`src/hdl/lnvpc_regs.svh`:
```
// Purpose: Constants shared by both ends of the voltage PWM chopper link.
// Assumes: core_clk at 100 MHz.
// Notes: Offsets are byte addresses of 32-bit registers on the AHB-Lite port.
`ifndef LNVPC_REGS_SVH
`define LNVPC_REGS_SVH

`define CORE_CLK_MHZ 100

// Controller register offsets.
`define REG_CTRL 8'h00
`define REG_RMS 8'h04
`define REG_RCOIL 8'h08
`define REG_VSUP 8'h0C
`define REG_VBEMF 8'h10
`define REG_STEP 8'h14
`define REG_STATUS 8'h18

// Field positions and reset values.
`define CTRL_EN_BIT 0
`define CTRL_BLANK_LSB 1
`define CTRL_BLANK_MSB 2
`define CTRL_RESET 3'h4
`define STEP_DIR_BIT 0
`define STAT_PHASE_LSB 0
`define STAT_AMPL_LSB 8
`define STAT_BUSY_BIT 31

// PWM timing: base clock equals chopper rate times 2 to the PWM width.
`define PWM_BITS 10
`define PWM_BASE_MHZ 20
`define PWM_DIV (`CORE_CLK_MHZ / `PWM_BASE_MHZ)
`define PWM_MID 10'h200

// Amplitude arithmetic.
`define PEAK_NUM 141
`define PEAK_DEN 100
`define LIMIT_NUM 5
`define LIMIT_DEN 4

// Blank times in ns, rounded up to whole clock cycles.
`define BLANK_T0_NS 600
`define BLANK_T1_NS 900
`define BLANK_T2_NS 1200
`define BLANK_T3_NS 1500
`define NS_TO_CYC(ns) (((ns) * `CORE_CLK_MHZ + 999) / 1000)

// Chopper oscillator period of the driver.
`define OSC_PERIOD_NS 50000
`define OSC_CYC (`OSC_PERIOD_NS * `CORE_CLK_MHZ / 1000)

`endif

```
`src/hdl/lnvpc_pkg.sv`:
```
// Purpose: Types shared by the chopper controller and driver ends.
// Assumes: Nothing beyond the constants header.
// Notes: Every phase code is legal, so no default is needed on it.
package lnvpc_pkg;

  typedef enum logic [1:0] {
    PH_DECAY = 2'b00,
    PH_BLANK = 2'b01,
    PH_FAULT = 2'b10,
    PH_ON = 2'b11
  } lnvpc_phase_t;

  typedef enum logic {
    DV_IDLE = 1'b0,
    DV_RUN = 1'b1
  } lnvpc_div_t;

endpackage : lnvpc_pkg

```
`src/hdl/lnvpc_if.sv`:
```
// Purpose: Pins between the PWM controller and the stepper driver.
// Assumes: Both ends run on the same core_clk.
// Notes: All pins are one-way; the limit is a digital stand-in for the analog level.
`timescale 1ns/1ps
`default_nettype none
interface lnvpc_if;
  logic coil_a_polarity;
  logic coil_b_polarity;
  logic coil_a_mixed_decay_n;
  logic coil_b_mixed_decay_n;
  logic blank_sel_lsb;
  logic blank_sel_msb;
  logic [16:0] coil_a_limit;
  logic [16:0] coil_b_limit;

  modport ctrl (
    output coil_a_polarity, coil_b_polarity, coil_a_mixed_decay_n, coil_b_mixed_decay_n,
    output blank_sel_lsb, blank_sel_msb, coil_a_limit, coil_b_limit
  );
  modport drv (
    input coil_a_polarity, coil_b_polarity, coil_a_mixed_decay_n, coil_b_mixed_decay_n,
    input blank_sel_lsb, blank_sel_msb, coil_a_limit, coil_b_limit
  );
endinterface : lnvpc_if
`default_nettype wire

```
`src/hdl/lnvpc_ctrl.sv`:
```
// Purpose: Controller end: sine and cosine voltage PWM on the coil polarity pins.
// Assumes: AHB-Lite single word transfers; driver shares core_clk.
// Notes: Amplitude is recomputed by a short serial divider after each parameter write.
// What the design has to do
// Driver ends chopper cycle at target current.
// Half duty means zero mean current.
// Coil A sine, coil B cosine PWM.
// PWM resolution 9 to 10 bits.
// Base clock is chopper rate times 1024.
// Duty centred on half, plus minus half amplitude.
// Amplitude is peak current times R over voltage.
// PWM outputs drive both coil polarity pins.
// Mixed decay inputs held high, inactive.
// Current limit set 20-30% above peak.
// Add offset one to sine for mixed decay.
// Driver blanks comparators after switching.
// Two pins choose 0.6 to 1.5 us blank.
// Use 1.2 us blank time by default.
// Minimum on time not below blank time.
// Polarity change restarts that bridge's PWM cycle.
// Overcurrent ignored during blanking.
// New duty loaded only at period boundary.
//
// The register offsets and the AHB-Lite interface to the registers were left to the implementer.
`timescale 1ns/1ps
`default_nettype none
`include "lnvpc_regs.svh"
module lnvpc_ctrl import lnvpc_pkg::*; (
  // Clock and reset
  input wire logic core_clk,
  input wire logic rst_n,
  // AHB-Lite slave
  input wire logic hsel,
  input wire logic [31:0] haddr,
  input wire logic [1:0] htrans,
  input wire logic hwrite,
  input wire logic [2:0] hsize,
  input wire logic [31:0] hwdata,
  input wire logic hready,
  output logic [31:0] hrdata,
  output logic hreadyout,
  output logic hresp,
  // Driver link
  lnvpc_if.ctrl link
);

  localparam logic [7:0] SIN_Q [0:64] = '{
    8'h00, 8'h06, 8'h0D, 8'h13, 8'h19, 8'h1F, 8'h25, 8'h2C, 8'h32, 8'h38, 8'h3E,
    8'h44, 8'h4A, 8'h50, 8'h56, 8'h5C, 8'h62, 8'h67, 8'h6D, 8'h73, 8'h78, 8'h7E,
    8'h83, 8'h88, 8'h8E, 8'h93, 8'h98, 8'h9D, 8'hA2, 8'hA7, 8'hAB, 8'hB0, 8'hB4,
    8'hB9, 8'hBD, 8'hC1, 8'hC5, 8'hC9, 8'hCD, 8'hD0, 8'hD4, 8'hD7, 8'hDB, 8'hDE,
    8'hE1, 8'hE4, 8'hE7, 8'hE9, 8'hEC, 8'hEE, 8'hF0, 8'hF2, 8'hF4, 8'hF6, 8'hF7,
    8'hF9, 8'hFA, 8'hFB, 8'hFC, 8'hFD, 8'hFE, 8'hFE, 8'hFF, 8'hFF, 8'hFF
  };

  // Duty of one coil for a microstep phase; 256 phases per electrical turn.
  function automatic logic [9:0] duty_of(input logic [7:0] ph, input logic [9:0] ampl,
                                         input logic en);
    logic [6:0] idx;
    logic [7:0] mag;
    logic [17:0] prod;
    logic [9:0] off;
    idx = ph[6] ? 7'(7'd64 - {1'b0, ph[5:0]}) : {1'b0, ph[5:0]};
    mag = SIN_Q[idx];
    prod = 18'(ampl) * 18'(mag);
    off = {1'b0, prod[17:9]};
    if (!en) begin
      duty_of = `PWM_MID;
    end else if (ph[7]) begin
      duty_of = `PWM_MID - off;
    end else begin
      duty_of = `PWM_MID + off;
    end
  endfunction : duty_of

  logic ap_wr, ap_rd, rd_done;
  logic [7:0] ap_addr;
  logic [2:0] ctrl_reg;
  logic [15:0] rms, rcoil, vsup, vbemf;
  logic step_pend, step_dir, div_go, param_wr;
  lnvpc_div_t div_st;
  logic [55:0] rem, den_s, trial;
  logic [3:0] bitn;
  logic [10:0] quo;
  logic [9:0] ampl, pwm_cnt, duty_a, duty_b;
  logic [2:0] pre_cnt;
  logic pwm_tick, period_end, pol_a, pol_b;
  logic [7:0] phase, next_phase;
  logic [16:0] limit_ma;

  // Reads take one wait state so a read right after a write sees the new value.
  assign hreadyout = !(ap_rd && !rd_done);
  assign hresp = 1'b0;

  always_ff @(posedge core_clk) begin
    if (!rst_n) begin
      ap_wr <= 1'b0;
      ap_rd <= 1'b0;
      ap_addr <= 8'h00;
    end else if (hready) begin
      ap_wr <= hsel && htrans[1] && hwrite;
      ap_rd <= hsel && htrans[1] && !hwrite;
      ap_addr <= haddr[7:0];
    end
  end

  always_ff @(posedge core_clk) begin
    if (!rst_n) begin
      rd_done <= 1'b0;
      hrdata <= 32'h00000000;
    end else begin
      rd_done <= ap_rd && !rd_done;
      if (ap_rd && !rd_done) begin
        unique case (ap_addr)
          `REG_CTRL: hrdata <= {29'h0, ctrl_reg};
          `REG_RMS: hrdata <= {16'h0, rms};
          `REG_RCOIL: hrdata <= {16'h0, rcoil};
          `REG_VSUP: hrdata <= {16'h0, vsup};
          `REG_VBEMF: hrdata <= {16'h0, vbemf};
          `REG_STEP: hrdata <= {31'h0, step_dir};
          `REG_STATUS: hrdata <= {(div_st == DV_RUN), 13'h0, ampl, phase};
          default: hrdata <= 32'h00000000;
        endcase
      end
    end
  end

  assign param_wr = ap_wr && ((ap_addr == `REG_RMS) || (ap_addr == `REG_RCOIL) ||
                              (ap_addr == `REG_VSUP) || (ap_addr == `REG_VBEMF));

  always_ff @(posedge core_clk) begin
    if (!rst_n) begin
      ctrl_reg <= `CTRL_RESET;
      rms <= 16'h0000;
      rcoil <= 16'h0000;
      vsup <= 16'h0000;
      vbemf <= 16'h0000;
    end else if (ap_wr) begin
      unique case (ap_addr)
        `REG_CTRL: ctrl_reg <= hwdata[2:0];
        `REG_RMS: rms <= hwdata[15:0];
        `REG_RCOIL: rcoil <= hwdata[15:0];
        `REG_VSUP: vsup <= hwdata[15:0];
        `REG_VBEMF: vbemf <= hwdata[15:0];
        default: ;
      endcase
    end
  end

  // A step request waits for the period boundary; a new request wins over the clear.
  always_ff @(posedge core_clk) begin
    if (!rst_n) begin
      step_pend <= 1'b0;
      step_dir <= 1'b0;
    end else if (ap_wr && ap_addr == `REG_STEP) begin
      step_pend <= 1'b1;
      step_dir <= hwdata[`STEP_DIR_BIT];
    end else if (period_end) begin
      step_pend <= 1'b0;
    end
  end

  // Amplitude = rms * 1.41 * R / (V - Vbemf), in units of 1/1024; mA, mOhm, mV.
  assign trial = den_s << bitn;

  always_ff @(posedge core_clk) begin
    if (!rst_n) begin
      div_go <= 1'b0;
      div_st <= DV_IDLE;
      rem <= 56'h0;
      den_s <= 56'h0;
      bitn <= 4'h0;
      quo <= 11'h000;
      ampl <= 10'h000;
    end else begin
      if (param_wr) begin
        div_go <= 1'b1;
      end else if (div_st == DV_IDLE) begin
        div_go <= 1'b0;
      end
      unique case (div_st)
        DV_IDLE: begin
          if (div_go) begin
            rem <= (56'(rms) * 56'(`PEAK_NUM) * 56'(rcoil)) << 10;
            den_s <= (vsup > vbemf) ?
                     56'(vsup - vbemf) * 56'(`PEAK_DEN * 1000) : 56'h0;
            bitn <= 4'hA;
            quo <= 11'h000;
            div_st <= DV_RUN;
          end
        end
        DV_RUN: begin
          if (den_s == 56'h0) begin
            ampl <= 10'h3FF;
            div_st <= DV_IDLE;
          end else begin
            if (rem >= trial) begin
              rem <= rem - trial;
              quo[bitn] <= 1'b1;
            end
            if (bitn == 4'h0) begin
              div_st <= DV_IDLE;
            end else begin
              bitn <= bitn - 4'h1;
            end
          end
        end
      endcase
      if (div_st == DV_RUN && den_s != 56'h0 && bitn == 4'h0) begin
        ampl <= (quo[10] || (rem >= trial && 1'b0)) ? 10'h3FF :
                {quo[9:1], (rem >= trial)};
      end
    end
  end

  // Limit sits 25 percent over peak so it only trips on a fault.
  always_ff @(posedge core_clk) begin
    if (!rst_n) begin
      limit_ma <= 17'h00000;
    end else begin
      limit_ma <= 17'((24'(rms) * 24'(`PEAK_NUM) / 24'(`PEAK_DEN)) * 24'(`LIMIT_NUM) /
                      24'(`LIMIT_DEN));
    end
  end

  assign pwm_tick = (pre_cnt == 3'(`PWM_DIV - 1));
  assign period_end = pwm_tick && (pwm_cnt == 10'h3FF);

  always_ff @(posedge core_clk) begin
    if (!rst_n) begin
      pre_cnt <= 3'h0;
      pwm_cnt <= 10'h000;
    end else begin
      pre_cnt <= pwm_tick ? 3'h0 : pre_cnt + 3'h1;
      if (pwm_tick) begin
        pwm_cnt <= pwm_cnt + 10'h001;
      end
    end
  end

  assign next_phase = !step_pend ? phase : (step_dir ? phase - 8'h01 : phase + 8'h01);

  always_ff @(posedge core_clk) begin
    if (!rst_n) begin
      phase <= 8'h00;
      duty_a <= `PWM_MID;
      duty_b <= `PWM_MID;
    end else if (period_end) begin
      phase <= next_phase;
      duty_a <= duty_of(next_phase, ampl, ctrl_reg[`CTRL_EN_BIT]);
      duty_b <= duty_of(next_phase + 8'h40, ampl, ctrl_reg[`CTRL_EN_BIT]);
    end
  end

  always_ff @(posedge core_clk) begin
    if (!rst_n) begin
      pol_a <= 1'b0;
      pol_b <= 1'b0;
    end else begin
      pol_a <= pwm_cnt < duty_a;
      pol_b <= pwm_cnt < duty_b;
    end
  end

  assign link.coil_a_polarity = pol_a;
  assign link.coil_b_polarity = pol_b;
  assign link.coil_a_mixed_decay_n = 1'b1;
  assign link.coil_b_mixed_decay_n = 1'b1;
  assign link.blank_sel_lsb = ctrl_reg[`CTRL_BLANK_LSB];
  assign link.blank_sel_msb = ctrl_reg[`CTRL_BLANK_MSB];
  assign link.coil_a_limit = limit_ma;
  assign link.coil_b_limit = limit_ma;

endmodule : lnvpc_ctrl
`default_nettype wire

```
`src/flat_wrapper.sv`:
```
// flat-port wrapper written by rule: the top's interface ports become plain ports
module lnvpc_ctrl_flat import lnvpc_pkg::*;
  (core_clk, rst_n, hsel, haddr, htrans, hwrite, hsize, hwdata, hready, hrdata, hreadyout, hresp, link_coil_a_polarity, link_coil_b_polarity, link_coil_a_mixed_decay_n, link_coil_b_mixed_decay_n, link_blank_sel_lsb, link_blank_sel_msb, link_coil_a_limit, link_coil_b_limit);
  lnvpc_if link_i ();
  input wire logic core_clk;
  input wire logic rst_n;
  input wire logic hsel;
  input wire logic [31:0] haddr;
  input wire logic [1:0] htrans;
  input wire logic hwrite;
  input wire logic [2:0] hsize;
  input wire logic [31:0] hwdata;
  input wire logic hready;
  output logic [31:0] hrdata;
  output logic hreadyout;
  output logic hresp;
  output wire logic [$bits(link_i.coil_a_polarity)-1:0] link_coil_a_polarity;
  output wire logic [$bits(link_i.coil_b_polarity)-1:0] link_coil_b_polarity;
  output wire logic [$bits(link_i.coil_a_mixed_decay_n)-1:0] link_coil_a_mixed_decay_n;
  output wire logic [$bits(link_i.coil_b_mixed_decay_n)-1:0] link_coil_b_mixed_decay_n;
  output wire logic [$bits(link_i.blank_sel_lsb)-1:0] link_blank_sel_lsb;
  output wire logic [$bits(link_i.blank_sel_msb)-1:0] link_blank_sel_msb;
  output wire logic [$bits(link_i.coil_a_limit)-1:0] link_coil_a_limit;
  output wire logic [$bits(link_i.coil_b_limit)-1:0] link_coil_b_limit;
  assign link_coil_a_polarity = link_i.coil_a_polarity;
  assign link_coil_b_polarity = link_i.coil_b_polarity;
  assign link_coil_a_mixed_decay_n = link_i.coil_a_mixed_decay_n;
  assign link_coil_b_mixed_decay_n = link_i.coil_b_mixed_decay_n;
  assign link_blank_sel_lsb = link_i.blank_sel_lsb;
  assign link_blank_sel_msb = link_i.blank_sel_msb;
  assign link_coil_a_limit = link_i.coil_a_limit;
  assign link_coil_b_limit = link_i.coil_b_limit;
  lnvpc_ctrl u_core (.core_clk(core_clk), .rst_n(rst_n), .hsel(hsel), .haddr(haddr), .htrans(htrans), .hwrite(hwrite), .hsize(hsize), .hwdata(hwdata), .hready(hready), .hrdata(hrdata), .hreadyout(hreadyout), .hresp(hresp), .link(link_i));
endmodule
```
`config.mk`:
```
export PLATFORM = sky130hd
export DESIGN_NAME = lnvpc_ctrl_flat
export DESIGN_NICKNAME = d
export VERILOG_FILES = /design/src/hdl/lnvpc_pkg.sv /design/src/hdl/lnvpc_if.sv /design/src/hdl/lnvpc_ctrl.sv /design/src/flat_wrapper.sv
export VERILOG_INCLUDE_DIRS = /design/src /design/src/hdl
export SDC_FILE = /design/constraint.sdc
export NUM_CORES = 2
export LEC_CHECK = 0
export BUFFER_PORTS_ARGS = -buffer_cell sky130_fd_sc_hd__buf_2
export CAP_MARGIN = 25
export CORE_MARGIN = 2
export CORE_UTILIZATION = 25
export DETAILED_ROUTE_END_ITERATION = 8
export PLACE_DENSITY = 0.38
export SKIP_CTS_REPAIR_TIMING = 1
export SYNTH_ARGS = -nofsm -noshare
export SYNTH_HDL_FRONTEND = slang
export SYNTH_SLANG_ARGS = --single-unit
```
`constraint.sdc`:
```
create_clock -name core_clk -period 16.3 [get_ports core_clk]
set_clock_uncertainty 0.1 [all_clocks]
set_input_delay 0.815 -clock core_clk [delete_from_list [all_inputs] [get_ports core_clk]]
set_output_delay 0.815 -clock core_clk [all_outputs]
set_load 0.05 [all_outputs]
```
==> results.yml <==
cells_and_area:
  fin_area_um2: 54000
  fillCellCount: 19100
  fin_nets: 6723
  stdcell_count: 8060
  reg_top3: "u_core.den_s (51), u_core.rem (51), u_core.hrdata (19)"
  drive_gt1_share_pct: 17.9
  syn2layout_area_growth_pct: 20.3
  utilization_pct: 30.3
detailed_routing:
  firstDrtPassIters: 6
  vias: 38100
  via_per_inst: 4.72
  routed_wirelength_um: 148000
  drt_drc_violations_left: 0
  wl_per_cell_um: 18.4
  drt-initial-drc-count: 1741
  antenna_left: 0
hold_path:
  min_to: "u_core.ap_addr[5]"
  hp-class: "input port to register"
  min_from: "haddr[5]"
  hold_path_depth: 3
logic_synthesis:
  syn_area_per_cell_um2: 8.41
  ys_types: 134
  synth_area_um2: 44900
  synth-main-ff-cell: "dfxtp_1"
  yosysSeqAreaShare_pct: 12.8
  yosysWarnings: 0
  synth_cells: 5336
  synthArstFlopShare_pct: 0
  synth_edf_count: 0
  synth-seq-cells: 287
power:
  switching_share_pct: 28.9
  p_switching_uw: 574
  combPwrFrac_pct: 12.5
  intPower_uw: 1420
  ir_drop_v: 0.0000710
  p_leak_uw: 0.0246
  clock_power_share_pct: 51.8
  power_frac_seq_pct: 35.7
  p_per_area_nw_per_um2: 36.9
place:
  placed_area_um2: 50500
  gp_congestion: 0.829
  dp_cells: 7926
  portBuffers: 87
  dp_hpwl_um: 116000
global_route:
  antenna_found_initial: 14
  grt_start_max_net_pins: 86
  grt_util_met3_pct: 1.27
  track_usage_pct: 16.0
  globalRouteOverflowTotal: 0
  met2_usage_pct: 28.5
  grt_busiest_layer: "met2"
  grt_use_met1_pct: 21.1
  grt_pass1_wl_um: 230000
  grt_pass1_vias: 38500
critical_path:
  crit_family: "compound AO/OA/AOI/OAI gates"
  slowest_stage: "fa_1"
  worstSetupPathType: "register to register"
  arrival_ns: 16.34
  r2r_end: "u_core.link.coil_a_limit[15]"
  required_ns: 16.71
  startpoint_type: "register"
  slowest_delay_ns: 0.56
  cp-end-kind: "register"
  critPathBufInv: 15
  r2r_start: "u_core.rms[10]"
  reg2reg_depth: 78
  path_common_cell: "buf_4"
  r2r_slack_ns: 0.37
  path_max_fanout: 7
clock_network:
  cts_max_level: 2
  clock_sinks: 287
  clkTransAtPathRegs_ns: 0.07
  root_buffer: "clkbuf_16"
  clk_path_buf_depth: 3
  clk_latency_ns: 0.64
  cts_tree: "done"
  cts_buffers: 42
run_status:
  outcome: "completed"
timing:
  hold_viol: 0
  slew_viol_final: 0
  rsz0062_at_grt: "true"
  post-route-min-period_ns: 15.93
  slew_headroom_pct: 30.3
  fmax_ghz: 0.0628
  setup_viol_count_final: 0
  finalCritPeriodShare_pct: 97.8
  worst_pin_slew_ns: 1.04
floorplan:
  io_pins: 148
  fp.dieArea_um2: 183000
  num_rows: 155
  die_width_um: 428
  coreArea_um2: 178000
  die_y_um: 428
  start_util_pct: 25.2
run:
  maxCapViolCount: 0
-- cell usage after synthesis (29+ instances only) --
cell      instances  share of area (%)
buf_4            36               0.60
a21o_1           71                1.2
nand2_1         772                6.5
nand3_1          65               0.72
nor3_1           70               0.78
a22o_1           33               0.64
xor2_1           74                1.4
mux4_2           44                2.2
o211ai_1         46               0.77
inv_1           669                5.6
nand2b_1         44               0.61
a22oi_1          56               0.94
ha_1            498                 14
clkbuf_1        223                1.9
o21bai_1         62                1.0
a21oi_1         237                2.6
nor2b_1          88                1.2
a31oi_1          41               0.57
and2_1          227                3.2
and3_1           29               0.40
xnor2_1         150                2.9
o21ai_0         147                1.6
mux2i_1          56                1.2
a21boi_0         81                1.4
dfxtp_1         287                 13
fa_1            483                 22
a211oi_1         30               0.50
nor2_1          231                1.9
-- per-layer routing --
layer  part of all wire, %  wire length (um)
met5                     0                 0
met4                   2.1              3140
met3                   2.5              3680
met2                    50             73500
met1                    46             67700
-- kinds of logic (layout without fill, tap and decap cells) --
group | after synthesis | after routing | synth area share, %
xor gates and xnor gates | 229 | 229 | 4.58
muxes | 117 | 117 | 3.89
and+or+nand+nor | 1656 | 1656 | 17.3
other | 2 | 20 | 0.0167
DFF | 287 | 287 | 12.8
adders and majority gates | 986 | 986 | 35.5
AOI/OAI and AO/OA | 1084 | 1084 | 17.3
buffers and inverters | 975 | 1326 | 8.51
-- final cells by class --
class / instances / area, um2 / area share (%)
diodes: 4 / 10.0 / 0.0185
clock buffers: 50 / 1130 / 2.10
clock inverters: 27 / 384 / 0.712
inverters: 674 / 2530 / 4.69
multi-input cells: 4088 / 37000 / 68.5
flip-flops and latches: 287 / 5780 / 10.7
well taps: 2355 / 2950 / 5.46
repair buffers: 575 / 4230 / 7.83
-- tightest hold or removal path, stage by stage --
cell     delay, ns
buf_2         0.08
mux2i_1       0.06
nor2b_1       0.09
-- how the worst max path moves through the flow --
stage	start	endpoint	slack, ns	cells past startpoint
2_1_floorplan	u_core.rms[12]	u_core.link.coil_a_limit[16]	0.52	68
3_3_place_gp	u_core.rms[11]	u_core.link.coil_a_limit[16]	-0.60	70
3_5_place_dp	u_core.rms[11]	u_core.link.coil_a_limit[16]	-0.61	70
4_1_cts	u_core.rms[11]	u_core.link.coil_a_limit[16]	-0.73	70
5_1_grt	u_core.rms[11]	u_core.link.coil_a_limit[15]	-0.55	77
6_report	u_core.rms[10]	u_core.link.coil_a_limit[15]	0.37	78
-- layout by cell type, fill, tap and decap left out, types with 23 or more instances in the layout --
cell type	synthesis	routed
a21o_1	71	69
a21oi_1	237	220
nor4_1	24	23
nand2b_1	44	43
clkbuf_16	0	43
and2_1	227	225
nor3_1	70	54
nor2_1	231	220
buf_4	36	464
xnor2_1	150	137
o21ai_0	147	135
buf_2	13	88
a22o_1	33	33
nand4_1	23	23
ha_4	0	32
inv_1	669	663
a22oi_1	56	52
mux4_2	44	44
nor2b_1	88	86
or3_1	27	26
o211ai_1	46	46
a21boi_0	81	81
o21bai_1	62	60
mux2i_1	56	51
o21a_1	27	27
a31oi_1	41	36
and3_1	29	25
fa_1	483	481
nand2_1	772	766
dfxtp_1	287	270
nand3_1	65	60
xor2_1	74	69
ha_1	498	461
-- metrics by stage --
stage / power [uW] / setup TNS (ns) / hold slack, ns / worst slack, ns
floorplan: 884 / 0 / 0.330 / 0.522
global placement: 962 / -1.83 / 0.347 / -0.602
detailed placement: 962 / -1.91 / 0.349 / -0.605
CTS: 2030 / -2.67 / 0.287 / -0.730
global route: 2080 / -1.64 / 0.307 / -0.551
finish: 1990 / 0 / 0.343 / 0.365
-- power groups by stage --
stage                     Sequential [uW]  Clock (uW)  Combinational (uW)
after global routing                  711        1100                 273
after detailed placement              727           0                 236
after CTS                             711        1080                 237
after floorplan                       730           0                 154
after global placement                727           0                 235
final                                 710        1030                 248
Power figures use the tool's default switching activity.
